**src/design/tms_defines.svh**
```systemverilog
// constants for the two-wire mux slave port and aux pins
// assumes inclusion by bare name from design files
`ifndef TMS_DEFINES_SVH
`define TMS_DEFINES_SVH
`define TMS_ADDR_TOP      2'h2
`define TMS_BCAST_ADDR    7'h5d
`define TMS_ARA_ADDR      7'h0c
`define TMS_CLK_NS        5
`define TMS_GLITCH_NS     50
`define TMS_FILT_CYC      ((`TMS_GLITCH_NS + `TMS_CLK_NS - 1) / `TMS_CLK_NS + 1)
`define TMS_REG2_BCAST    7
`define TMS_REG2_DIR1     6
`define TMS_REG2_DIR2     5
`define TMS_REG2_OD1      4
`define TMS_REG2_OD2      3
`define TMS_REG1_DRV1     5
`define TMS_REG1_DRV2     4
`define TMS_REG1_SNS1     1
`define TMS_REG1_SNS2     0
`define TMS_REG2_RST      8'h80
`define TMS_REG1_RST      8'h30
`define TMS_STRAP_LO      2'h0
`define TMS_STRAP_HI      2'h1
`define TMS_STRAP_NC      2'h2
`endif

```
**src/design/tms_pkg.sv**
```systemverilog
// types for the two-wire mux slave port
// assumes tms_defines.svh for numeric constants
package tms_pkg;
    typedef logic [1:0] tms_strap_t;
    typedef enum logic [2:0] {
        TMS_IDLE  = 3'h0,
        TMS_ADDR  = 3'h1,
        TMS_CMD   = 3'h2,
        TMS_DATA  = 3'h3,
        TMS_RDATA = 3'h4,
        TMS_ACK   = 3'h5,
        TMS_RACK  = 3'h6,
        TMS_SKIP  = 3'h7
    } tms_state_e;
endpackage

```
**src/design/tms_filter.sv**
```systemverilog
// glitch filter with two-flop synchroniser for one upstream line
// assumes an asynchronous pin input and a single clk domain
`timescale 1ns/1ps
`include "tms_defines.svh"
module tms_filter #(
    parameter int FILT_CYC = `TMS_FILT_CYC
) (
    input  wire logic clk,
    input  wire logic sys_rst,
    input  wire logic pin,
    output logic      level
);
    logic       sync_a;
    logic       sync_b;
    logic [7:0] cnt;
    logic [7:0] next_cnt;
    logic       next_level;

    always_comb begin
        next_cnt   = 8'h00;
        next_level = level;
        if (sync_b != level) begin
            next_cnt = cnt + 8'h01;
            if (cnt >= 8'(FILT_CYC - 1)) begin
                next_level = sync_b;
                next_cnt   = 8'h00;
            end
        end
    end

    always_ff @(posedge clk) begin
        if (sys_rst) begin
            sync_a <= 1'b1;
            sync_b <= 1'b1;
            cnt    <= 8'h00;
            level  <= 1'b1;
        end else begin
            sync_a <= pin;
            sync_b <= sync_a;
            cnt    <= next_cnt;
            level  <= next_level;
        end
    end
endmodule

```
**src/design/tms_slave.sv**
```systemverilog
// What this block does
// - own seven-bit address comes from three tri-level straps, twenty-seven choices.
// - top two address bits fixed at one then zero.
// - straps map to address bits four to zero per fixed table.
// - broadcast write address accepted regardless of strap address.
// - broadcast write ignored when its enable bit in register two is zero.
// - alert response address recognised as a read.
// - repeated start before stop discards the pending write.
// - data byte committed to pointer-selected register only at stop.
// - per-pin direction bit in register two picks input or output.
// - per-pin open-drain bit in register two picks open-drain or push-pull output.
// - register one reports sensed level of each aux pin.
// - register one holds the level each aux pin is driven to.
// - pulses up to 50 ns on upstream lines are rejected.
// - alert response read handled besides ordinary byte read and write.
// - alert response read while alerting returns own address, releases alert.
// - addressing at own address also releases alert.
//
// two-wire slave command port with two aux pins
// assumes straps static, alert requests come from fault logic on clk
`timescale 1ns/1ps
`include "tms_defines.svh"
module tms_slave
    import tms_pkg::*;
(
    input  wire logic             clk,
    input  wire logic             sys_rst,
    input  wire tms_pkg::tms_strap_t strap_addr_pin_lo,
    input  wire tms_pkg::tms_strap_t strap_addr_pin_mid,
    input  wire tms_pkg::tms_strap_t strap_addr_pin_hi,
    input  wire logic             upstream_clock_line,
    input  wire logic             upstream_data_line,
    output logic                  data_oe,
    input  wire logic             alert_set,
    output logic                  alert_active,
    input  wire logic             aux_pin_one_in,
    output logic                  aux_pin_one_out,
    output logic                  aux_pin_one_oe,
    input  wire logic             aux_pin_two_in,
    output logic                  aux_pin_two_out,
    output logic                  aux_pin_two_oe,
    output logic [7:0]            reg0_wdata,
    output logic                  reg0_wstrobe,
    output logic [7:0]            reg3_ctrl
);
    import tms_pkg::*;
    // ------------------------------------------------
    // filtering and edge detection
    // ------------------------------------------------
    logic scl;
    logic sda;
    logic scl_d;
    logic sda_d;
    logic a1_s, a1_q, a2_s, a2_q;
    tms_filter u_fscl (.clk(clk), .sys_rst(sys_rst), .pin(upstream_clock_line), .level(scl));
    tms_filter u_fsda (.clk(clk), .sys_rst(sys_rst), .pin(upstream_data_line), .level(sda));
    wire scl_rise = scl & ~scl_d;
    wire scl_fall = ~scl & scl_d;
    wire start_ev = scl & scl_d & sda_d & ~sda;
    wire stop_ev  = scl & scl_d & ~sda_d & sda;

    // ------------------------------------------------
    // own address
    // ------------------------------------------------
    logic [4:0] low_addr;
    always_comb begin
        case ({strap_addr_pin_hi, strap_addr_pin_mid, strap_addr_pin_lo})
            {`TMS_STRAP_LO, `TMS_STRAP_NC, `TMS_STRAP_LO}: low_addr = 5'h00;
            {`TMS_STRAP_LO, `TMS_STRAP_HI, `TMS_STRAP_NC}: low_addr = 5'h01;
            {`TMS_STRAP_LO, `TMS_STRAP_NC, `TMS_STRAP_NC}: low_addr = 5'h02;
            {`TMS_STRAP_LO, `TMS_STRAP_NC, `TMS_STRAP_HI}: low_addr = 5'h03;
            {`TMS_STRAP_LO, `TMS_STRAP_LO, `TMS_STRAP_LO}: low_addr = 5'h04;
            {`TMS_STRAP_LO, `TMS_STRAP_HI, `TMS_STRAP_HI}: low_addr = 5'h05;
            {`TMS_STRAP_LO, `TMS_STRAP_LO, `TMS_STRAP_NC}: low_addr = 5'h06;
            {`TMS_STRAP_LO, `TMS_STRAP_LO, `TMS_STRAP_HI}: low_addr = 5'h07;
            {`TMS_STRAP_NC, `TMS_STRAP_NC, `TMS_STRAP_LO}: low_addr = 5'h08;
            {`TMS_STRAP_NC, `TMS_STRAP_HI, `TMS_STRAP_NC}: low_addr = 5'h09;
            {`TMS_STRAP_NC, `TMS_STRAP_NC, `TMS_STRAP_NC}: low_addr = 5'h0a;
            {`TMS_STRAP_NC, `TMS_STRAP_NC, `TMS_STRAP_HI}: low_addr = 5'h0b;
            {`TMS_STRAP_NC, `TMS_STRAP_LO, `TMS_STRAP_LO}: low_addr = 5'h0c;
            {`TMS_STRAP_NC, `TMS_STRAP_HI, `TMS_STRAP_HI}: low_addr = 5'h0d;
            {`TMS_STRAP_NC, `TMS_STRAP_LO, `TMS_STRAP_NC}: low_addr = 5'h0e;
            {`TMS_STRAP_NC, `TMS_STRAP_LO, `TMS_STRAP_HI}: low_addr = 5'h0f;
            {`TMS_STRAP_HI, `TMS_STRAP_NC, `TMS_STRAP_LO}: low_addr = 5'h10;
            {`TMS_STRAP_HI, `TMS_STRAP_HI, `TMS_STRAP_NC}: low_addr = 5'h11;
            {`TMS_STRAP_HI, `TMS_STRAP_NC, `TMS_STRAP_NC}: low_addr = 5'h12;
            {`TMS_STRAP_HI, `TMS_STRAP_NC, `TMS_STRAP_HI}: low_addr = 5'h13;
            {`TMS_STRAP_HI, `TMS_STRAP_LO, `TMS_STRAP_LO}: low_addr = 5'h14;
            {`TMS_STRAP_HI, `TMS_STRAP_HI, `TMS_STRAP_HI}: low_addr = 5'h15;
            {`TMS_STRAP_HI, `TMS_STRAP_LO, `TMS_STRAP_NC}: low_addr = 5'h16;
            {`TMS_STRAP_HI, `TMS_STRAP_LO, `TMS_STRAP_HI}: low_addr = 5'h17;
            {`TMS_STRAP_HI, `TMS_STRAP_HI, `TMS_STRAP_LO}: low_addr = 5'h18;
            {`TMS_STRAP_LO, `TMS_STRAP_HI, `TMS_STRAP_LO}: low_addr = 5'h19;
            {`TMS_STRAP_NC, `TMS_STRAP_HI, `TMS_STRAP_LO}: low_addr = 5'h1a;
            default:                                       low_addr = 5'h0a;
        endcase
    end
    wire [6:0] own_addr = {`TMS_ADDR_TOP, low_addr};

    // ------------------------------------------------
    // registers and aux pins
    // ------------------------------------------------
    logic [7:0] reg2;
    logic [1:0] drv;
    localparam logic [7:0] REG1_RST = `TMS_REG1_RST;
    wire  [7:0] reg1 = {2'h0, drv, 2'h0, a1_q, a2_q};
    wire dir1 = reg2[`TMS_REG2_DIR1];
    wire dir2 = reg2[`TMS_REG2_DIR2];
    wire od1  = reg2[`TMS_REG2_OD1];
    wire od2  = reg2[`TMS_REG2_OD2];
    always_comb begin
        aux_pin_one_out = od1 ? 1'b0 : drv[1];
        aux_pin_one_oe  = dir1 & (od1 ? ~drv[1] : 1'b1);
        aux_pin_two_out = od2 ? 1'b0 : drv[0];
        aux_pin_two_oe  = dir2 & (od2 ? ~drv[0] : 1'b1);
    end

    // ------------------------------------------------
    // transaction engine
    // ------------------------------------------------
    tms_state_e st, next_st;
    logic [7:0] sh, next_sh;
    logic [3:0] bitn, next_bitn;
    logic [1:0] ptr, next_ptr;
    logic [7:0] wbuf, next_wbuf;
    logic       wpend, next_wpend;
    logic       oe, next_oe;
    logic       alert, next_alert;
    logic [7:0] rbyte, next_rbyte;
    tms_state_e after, next_after;
    logic [7:0] next_reg2, next_reg3, next_reg0w;
    logic [1:0] next_drv;
    logic       next_r0s;

    always_comb begin
        next_st = st; next_sh = sh; next_bitn = bitn; next_ptr = ptr;
        next_wbuf = wbuf; next_wpend = wpend; next_oe = oe;
        next_alert = alert | alert_set; next_rbyte = rbyte;
        next_after = after; next_reg2 = reg2; next_reg3 = reg3_ctrl; next_drv = drv;
        next_reg0w = reg0_wdata; next_r0s = 1'b0;
        if (start_ev) begin
            next_st = TMS_ADDR; next_bitn = 4'h0; next_oe = 1'b0;
            next_wpend = 1'b0;
        end else if (stop_ev) begin
            next_st = TMS_IDLE; next_oe = 1'b0; next_wpend = 1'b0;
            if (wpend) begin
                case (ptr)
                    2'h0: begin next_reg0w = wbuf; next_r0s = 1'b1; end
                    2'h1: next_drv = wbuf[`TMS_REG1_DRV1 -: 2];
                    2'h2: next_reg2 = wbuf;
                    default: next_reg3 = wbuf;
                endcase
            end
        end else if (scl_rise && (st == TMS_ADDR || st == TMS_CMD || st == TMS_DATA)) begin
            next_sh = {sh[6:0], sda}; next_bitn = bitn + 4'h1;
        end else if (scl_fall) begin
            case (st)
                TMS_ADDR, TMS_CMD, TMS_DATA: begin
                    if (bitn == 4'h8) begin
                        next_bitn = 4'h0; next_oe = 1'b0; next_after = TMS_SKIP;
                        if (st == TMS_ADDR) begin
                            if (sh[7:1] == own_addr) begin
                                next_oe = 1'b1; next_alert = alert_set;
                                next_after = sh[0] ? TMS_RDATA : TMS_CMD;
                                next_rbyte = (ptr == 2'h1) ? reg1 : (ptr == 2'h2) ? reg2 :
                                             (ptr == 2'h3) ? reg3_ctrl : 8'h00;
                            end else if (!sh[0] && sh[7:1] == `TMS_BCAST_ADDR
                                         && reg2[`TMS_REG2_BCAST]) begin
                                next_oe = 1'b1; next_after = TMS_CMD;
                            end else if (sh[0] && sh[7:1] == `TMS_ARA_ADDR && alert) begin
                                next_oe = 1'b1; next_after = TMS_RDATA;
                                next_rbyte = {own_addr, 1'b1}; next_alert = alert_set;
                            end
                        end else if (st == TMS_CMD) begin
                            next_oe = 1'b1; next_after = TMS_DATA; next_ptr = sh[1:0];
                        end else begin
                            next_oe = 1'b1; next_after = TMS_SKIP; next_wbuf = sh; next_wpend = 1'b1;
                        end
                        next_st = TMS_ACK;
                    end
                end
                TMS_ACK: begin
                    next_oe = 1'b0; next_st = after; next_sh = 8'h00;
                    if (after == TMS_RDATA) begin
                        next_oe = ~rbyte[7]; next_sh = {rbyte[6:0], 1'b0};
                    end
                end
                TMS_RDATA: begin
                    next_bitn = bitn + 4'h1;
                    if (bitn == 4'h7) begin
                        next_oe = 1'b0; next_st = TMS_RACK; next_bitn = 4'h0;
                    end else begin
                        next_oe = ~sh[7]; next_sh = {sh[6:0], 1'b0};
                    end
                end
                TMS_RACK: next_st = TMS_SKIP;
                default: ;
            endcase
        end
    end

    always_ff @(posedge clk) begin
        if (sys_rst) begin
            st <= TMS_IDLE; sh <= 8'h00; bitn <= 4'h0; ptr <= 2'h0; wbuf <= 8'h00;
            wpend <= 1'b0; oe <= 1'b0; alert <= 1'b0; rbyte <= 8'h00;
            after <= TMS_IDLE; reg2 <= `TMS_REG2_RST; reg3_ctrl <= 8'h00;
            drv <= REG1_RST[`TMS_REG1_DRV1 -: 2]; reg0_wdata <= 8'h00; reg0_wstrobe <= 1'b0;
            scl_d <= 1'b1; sda_d <= 1'b1;
            a1_s <= 1'b0; a1_q <= 1'b0; a2_s <= 1'b0; a2_q <= 1'b0;
        end else begin
            st <= next_st; sh <= next_sh; bitn <= next_bitn; ptr <= next_ptr; wbuf <= next_wbuf;
            wpend <= next_wpend; oe <= next_oe; alert <= next_alert;
            rbyte <= next_rbyte; after <= next_after; reg2 <= next_reg2;
            reg3_ctrl <= next_reg3; drv <= next_drv; reg0_wdata <= next_reg0w;
            reg0_wstrobe <= next_r0s; scl_d <= scl; sda_d <= sda;
            a1_s <= aux_pin_one_in; a1_q <= a1_s; a2_s <= aux_pin_two_in; a2_q <= a2_s;
        end
    end
    assign data_oe      = oe;
    assign alert_active = alert;
endmodule

```
**config.mk**
```make
export PLATFORM = sky130hd
export DESIGN_NAME = tms_slave
export DESIGN_NICKNAME = d
export VERILOG_FILES = /design/src/design/tms_pkg.sv /design/src/design/tms_filter.sv /design/src/design/tms_slave.sv
export VERILOG_INCLUDE_DIRS = /design/src /design/src/design
export SDC_FILE = /design/constraint.sdc
export NUM_CORES = 1
export LEC_CHECK = 0
export CAP_MARGIN = 20
export CORE_MARGIN = 1.5
export CORE_UTILIZATION = 65
export DETAILED_ROUTE_END_ITERATION = 10
export DONT_BUFFER_PORTS = 1
export PLACE_DENSITY = 0.84
export SYNTH_ARGS = -nofsm -noshare
export SYNTH_HDL_FRONTEND = slang
export SYNTH_SLANG_ARGS = --single-unit
export TNS_END_PERCENT = 1
```
**constraint.sdc**
```tcl
create_clock -name clk -period 5.7 [get_ports clk]
set_input_delay 0 -clock clk [delete_from_list [all_inputs] [get_ports clk]]
set_output_delay 0 -clock clk [all_outputs]
set_load 0.005 [all_outputs]
```
==> results.ini, run 1 <==
[sta]
clock_skew_ns = 0.0155
fin_crit_sh = 0.500
rsz0062_at_grt = false
setup_viol = 0
hold_viol_final = 0
max_freq_mhz = 351
whs_ns = 0.00448
fin_crit_ns = 2.85
relSlewSlack = 0.354
slew_violations = 0
worst_pin_slew_ns = 0.966
fin_tns_setup_ns = 0

[global_routing]
antenna_found_initial = 0
grt_overflow = 0
grt_pass1_wl_um = 15900
grt_pass1_vias = 3297
grt_usage = 0.279
grt_max_degree = 65

[synth]
ys_async_sr_fraction = 0
synth_area_per_cell_sq_um = 8.80
synthCells = 487
synth_warnings = 0
synthFlopType = dfxtp_1
ys_seq_elements = 94
synth-seq-area-share = 0.439
synth.distinct_cells = 56
synth-edff-count = 0
syn_area_sq_um = 4280

[floorplan]
rows = 29
fp.dieW_um = 84.2
ios = 36
coreArea_sq_um = 6350
start_util = 0.675
die_h_um = 84.2
dieArea_sq_um = 7090

[hold_path]
min_from = strap_addr_pin_hi[0]
hold_class = in2reg

[pwr]
p_switching_uw = 273
p_comb_frac = 0.041
vdd_drop_max_mv = 0.192
power.density_nw_per_um2 = 243
seq_power_share = 0.598
switching_share = 0.244
leakagePower_uw = 0.00187
pwr-share-clk = 0.361
p_int_uw = 846

[critical_path]
rr_endpoint = rbyte[5]$_SDFFE_PP0P_
crit_path_start_kind = register
cp-end-kind = register
cp-endpoint = rbyte[5]$_SDFFE_PP0P_
reg2reg_depth = 8
worstSetupStartpoint = bitn[0]$_SDFFE_PP0P_
r2r_start = bitn[0]$_SDFFE_PP0P_
crit_type = reg2reg
worstPathMaxFanout = 7
r2r_slack_ns = 2.85
worstPathArrival_ns = 3.09
cp.required_ns = 5.95

[cts]
tritoncts = built
ctsLongestPathBuffers = 2
cts_hold_repair.buffers = 8
cts_max_level = 3
clk_latency_ns = 0.36
clock-sinks = 94
cts_setup_buffers = 0
numCtsBuffers = 9
root_buffer = clkbuf_8
cts_resized = 0
clk_pin_slew_worst_paths_ns = 0.09

[routing]
drc = 0
routed_wl_um = 9590
dr.pass1.iters = 5
vias = 3492
drtAntennaViolNets = 0
drt_iter0_drc = 266
vias_per_cell = 6.10
avgRoutedWirePerCell_um = 16.8

[job]
cap_violations = 0

[layout]
area_growth_pct = 7.39
drive_gt1_frac = 0.0788
fin_nets = 514
final_util = 0.725
final_common_cell = dfxtp_1
final_cell_mix = dfxtp_1, nor2_1, mux2i_1, a21oi_1, nand2_1
diodes = 0

[outcome]
status = completed

[place]
hpwl_um = 6790
gp_routability_congestion = 0.940
io_buffers = 0

-- per-stage QoR --
step / worst slack [ns] / cells / area (sq um) / power (uW)
2_1_floorplan: 3.30 / 494 / 4310 / 716
3_3_place_gp: 3.01 / 547 / 4310 / 715
3_5_place_dp: 2.91 / 547 / 4310 / 716
4_1_cts: 2.90 / 571 / 4590 / 1120
5_1_grt: 2.63 / 572 / 4600 / 1160
6_report: 2.85 / 572 / 4600 / 1120
-- cells in the mapped netlist (3+ instances only) --
master | count | area (sq um)
a211oi_1 | 3 | 22.5
a21boi_0 | 3 | 22.5
a21oi_1 | 34 | 170
a221oi_1 | 4 | 35.0
and3_1 | 3 | 18.8
clkbuf_1 | 22 | 82.6
dfxtp_1 | 94 | 1880
ha_1 | 11 | 138
inv_1 | 18 | 67.6
mux2_2 | 9 | 101
mux2i_1 | 35 | 350
nand2_1 | 30 | 113
nand2b_1 | 5 | 31.3
nand3_1 | 18 | 90.1
nand3b_1 | 5 | 37.5
nand4_1 | 4 | 25.0
nor2_1 | 70 | 263
nor2b_1 | 9 | 56.3
nor3_1 | 11 | 55.1
nor3b_1 | 4 | 30.0
nor4_1 | 4 | 25.0
o21ai_0 | 20 | 100
o31ai_1 | 5 | 37.5
or2_2 | 6 | 37.5
or3_1 | 5 | 31.3
or4_1 | 4 | 30.0
xnor2_1 | 7 | 61.3
xor2_1 | 6 | 52.6
-- worst max-delay path: stages, from the launching register on --
cell      delay [ns]
dfxtp_1         0.36
inv_1           0.07
ha_1            0.14
nand3b_1        0.14
nor3_1          0.41
nor3b_1         0.67
nand2_1         0.30
and4_1          0.28
or3_1           0.35
-- per-layer routing --
metal	track usage	wire (um)	vias to the layer above
met1	0.375	4310	1644
met4	0.0954	222	0
met5	0	0	-
li1	-	-	1706
met3	0.0708	622	22
met2	0.441	4430	120
-- worst min path at each step --
stage,cells after the start,end,slack [ns]
2_1_floorplan,1,u_fscl.sync_a$_SDFF_PP1_,0.10
3_3_place_gp,1,sh[0]$_SDFFE_PP0P_,0.08
3_5_place_dp,1,a2_q$_SDFF_PP0_,0.08
6_report,3,rbyte[5]$_SDFFE_PP0P_,0.004
4_1_cts,2,u_fscl.level$_SDFFE_PP1P_,0.00009
5_1_grt,3,alert_active$_SDFF_PP0_,0.01
-- cell families (layout without fill, tap and decap cells) --
logic type | after synthesis | after routing | synth area share
AND/OR/NAND/NOR | 191 | 191 | 0.224
XOR/XNOR | 13 | 13 | 0.0266
flip-flops | 94 | 94 | 0.439
multiplexers | 44 | 44 | 0.105
AO/OA/AOI/OAI | 91 | 91 | 0.134
buffers and inverters | 42 | 43 | 0.0374
other | 1 | 8 | 0.000875
adder cells (fa/ha/maj) | 11 | 11 | 0.0321
-- flip-flops by register name, indices dropped and copies added, names as in the netlist, 2 cells and up --
| name | cells |
|---|---|
| after | 3 |
| bitn | 4 |
| drv | 2 |
| ptr | 2 |
| rbyte | 8 |
| reg0_wdata | 8 |
| reg2 | 8 |
| reg3_ctrl | 8 |
| sh | 8 |
| st | 3 |
| u_fscl.cnt | 8 |
| u_fsda.cnt | 8 |
| wbuf | 8 |
-- power by group through the flow --
stage | registers, uW | logic (uW) | clock network (uW)
final | 669 | 45.9 | 404
after global routing | 670 | 51.2 | 436
after CTS | 669 | 44.7 | 408
after detailed placement | 684 | 32.4 | 0
after global placement | 684 | 31.6 | 0
after floorplan | 681 | 35.0 | 0
-- area by class of cell --
class | count | area, sq um
Sequential cell | 94 | 1880
Tap cell | 77 | 96.3
Multi-Input combinational cell | 358 | 2270
Timing Repair Buffer | 9 | 108
Clock inverter | 7 | 55.1
Inverter | 18 | 67.6
Fill cell | 489 | 1750
Clock buffer | 9 | 124
No activity file was read; power rests on OpenSTA's default activity.
==> inputs of run 2 (changes only) <==
Settings changed: CORE_UTILIZATION 65 to 57, PLACE_DENSITY 0.84 to 0.78.
Clock period 5.7 ns to 2.36 ns, I/O delays scaled along.
==> run 2 against run 1 <==
Effect of this change: power rose to 2.5 times the previous value; sequential share of layout area fell by 2.9 points; register-to-register slack got worse by 2.8 ns; via count rose by 5.2%; flip-flop and latch count did not move; global-route usage fell by 1.5 points; clock skew fell by 0.0011 ns; combinational power rose to 2.7 times the previous value; sequential power rose by 140%; critical endpoint unchanged; largest cell class unchanged.
==> results.ini, run 2 (same netlist as run 1, synthesis figures left out) <==
[outcome]
status = completed

[cts]
clock-sinks = 94  ; unchanged
root_buffer = clkbuf_8
clk_latency_ns = 0.37  ; about the same
clk_pin_slew_worst_paths_ns = 0.10  ; about the same
ctsLongestPathBuffers = 2  ; unchanged
cts_setup_buffers = 0  ; unchanged
numCtsBuffers = 9  ; unchanged
cts_max_level = 3  ; unchanged
tritoncts = built

[routing]
drc = 0  ; unchanged
vias_per_cell = 5.89  ; -3.5%
dr.pass1.iters = 6  ; +1
met2_length_um = 4900  ; +11%
wl_met1_um = 4410  ; +2.3%
drt_iter0_drc = 415  ; +56%
routed-wl-met3_um = 734  ; +18%
vias = 3675  ; +5.2%
avgRoutedWirePerCell_um = 16.5  ; -1.6%
routed_wl_um = 10300  ; +7.3%
drtAntennaViolNets = 0  ; unchanged
highest-signal-layer = met4

[sta]
fin_crit_sh = 0.966  ; +0.466
fin_crit_ns = 2.28  ; -0.571 ns
max_freq_mhz = 439  ; +25%
clock_skew_ns = 0.0145  ; -0.00105 ns
fin_tns_setup_ns = 0  ; unchanged
slew_violations = 0  ; unchanged
setup_viol = 0  ; unchanged
relSlewSlack = 0.625  ; +0.271
hold_viol_final = 0  ; unchanged
worst_pin_slew_ns = 0.561  ; -0.405 ns
rsz0062_at_grt = true

[layout]
instances_no_fill = 624  ; +9.1%
fillCellCount = 585  ; +20%
final_cell_mix = dfxtp_1, nor2_1, mux2i_1, a21oi_1, nand2_1
diodes = 0  ; unchanged
multi_input_area_sq_um = 2330  ; +2.5%
drive_gt1_frac = 0.147  ; +0.0679
final_common_cell = dfxtp_1
final_area_sq_um = 4950  ; +7.6%
fin_nets = 544  ; +5.8%
area_growth_pct = 15.5
seqCellArea_sq_um = 1880  ; about the same

[critical_path]
crit_type = reg2reg
worstPathMaxFanout = 6  ; -1
worstPathArrival_ns = 2.54  ; -0.55 ns
cp.required_ns = 2.62  ; -3.33 ns
crit_path_start_kind = register
cp-end-kind = register

[floorplan]
die_h_um = 89.7  ; +6.5%
ios = 36  ; unchanged
dieArea_sq_um = 8050  ; +14%
rows = 31  ; +6.9%
start_util = 0.591  ; -0.0840
fp.dieW_um = 89.7  ; +6.5%
coreArea_sq_um = 7250  ; +14%

[hold_path]
hold_class = in2reg

[global_routing]
grt_usage = 0.264  ; -0.0155
antenna_found_initial = 0  ; unchanged
grt_max_degree = 67  ; +3.1%
grt_pass1_vias = 3446  ; +4.5%
grt_pass1_wl_um = 16000  ; +0.87%
grt_overflow = 0  ; unchanged

[pwr]
vdd_drop_max_mv = 0.333  ; +73%
power.density_nw_per_um2 = 576  ; +140%
leakagePower_uw = 0.00205  ; +9.9%

[place]
placed_cells = 598  ; +9.3%
hpwl_um = 6980  ; +2.8%
gp_routability_congestion = 0.965  ; +2.7%
io_buffers = 0  ; unchanged
postPlaceCellArea_sq_um = 4580  ; +6.3%

[job]
cap_violations = 0  ; unchanged

-- run 2: changes by cell type in the layout (fill, tap and decap cells not counted), sizes merged --
| cell | change |
|---|---|
| buf | +29 |
| bufinv | +1 |
| clkbuf | +1 |
| clkinv | +1 |
| clkinvlp | -1 |
| dlygate4sd3 | +1 |
| inv | -2 |
-- run 2: cell type report --
cell class	instances	share of cell area
multi-input cells	358	0.470
flip-flops and latches	94	0.380
clock inverters	6	0.0139
repair buffers	39	0.0693
well taps	99	0.0250
inverters	18	0.0137
clock buffers	10	0.0278
-- run 2: worst max-delay path, cell delays in order, from the launching register on --
cell,delay [ns]
dfxtp_1,0.49
xnor2_1,0.10
or4_1,0.58
or4_4,0.45
and4_1,0.21
or3_1,0.35
-- run 2: where the power goes --
group          switching [uW]  total [uW]  internal [uW]
clock                     589        1110            524
combinational            70.5         126           55.4
sequential               11.1        1610           1600
total                     671        2850           2180
-- run 2: worst paths after layout --
path                                                from                  endpoint  slack [ns]  cells past startpoint
worst max-delay path                  sh[5]$_SDFFE_PP0P_     rbyte[5]$_SDFFE_PP0P_        0.08                      5
worst min register to register  u_fsda.sync_a$_SDFF_PP1_  u_fsda.sync_b$_SDFF_PP1_        0.42                      1
worst max register to register        sh[5]$_SDFFE_PP0P_     rbyte[5]$_SDFFE_PP0P_        0.08                      5
worst min-delay path                strap_addr_pin_hi[1]     rbyte[4]$_SDFFE_PP0P_        0.02                      4
-- run 2: metrics by stage --
stage	hold WS (ns)	total power [uW]	util	setup slack, ns
2_1_floorplan	0.104	1730	-	0.00219
3_3_place_gp	0.0751	1730	0.632	0.0817
3_5_place_dp	0.0752	1740	0.632	0.0176
4_1_cts	0.00463	2860	0.678	0.00433
5_1_grt	0.0355	2950	0.682	-0.0284
6_report	0.0193	2850	0.682	0.0812
-- run 2: what timing repair did --
item / 4_1_cts / 5_1_grt
hold buffers: 11 / 0
gates resized for setup: 0 / 11
endpoints found under the hold margin: 70 / 0
endpoints found under the setup margin: 0 / 7
-- run 2: layer usage --
layer | up-vias | global-route usage
met5 | - | 0
met4 | 0 | 0.126
met3 | 30 | 0.0585
met2 | 161 | 0.436
met1 | 1724 | 0.326
li1 | 1760 | -
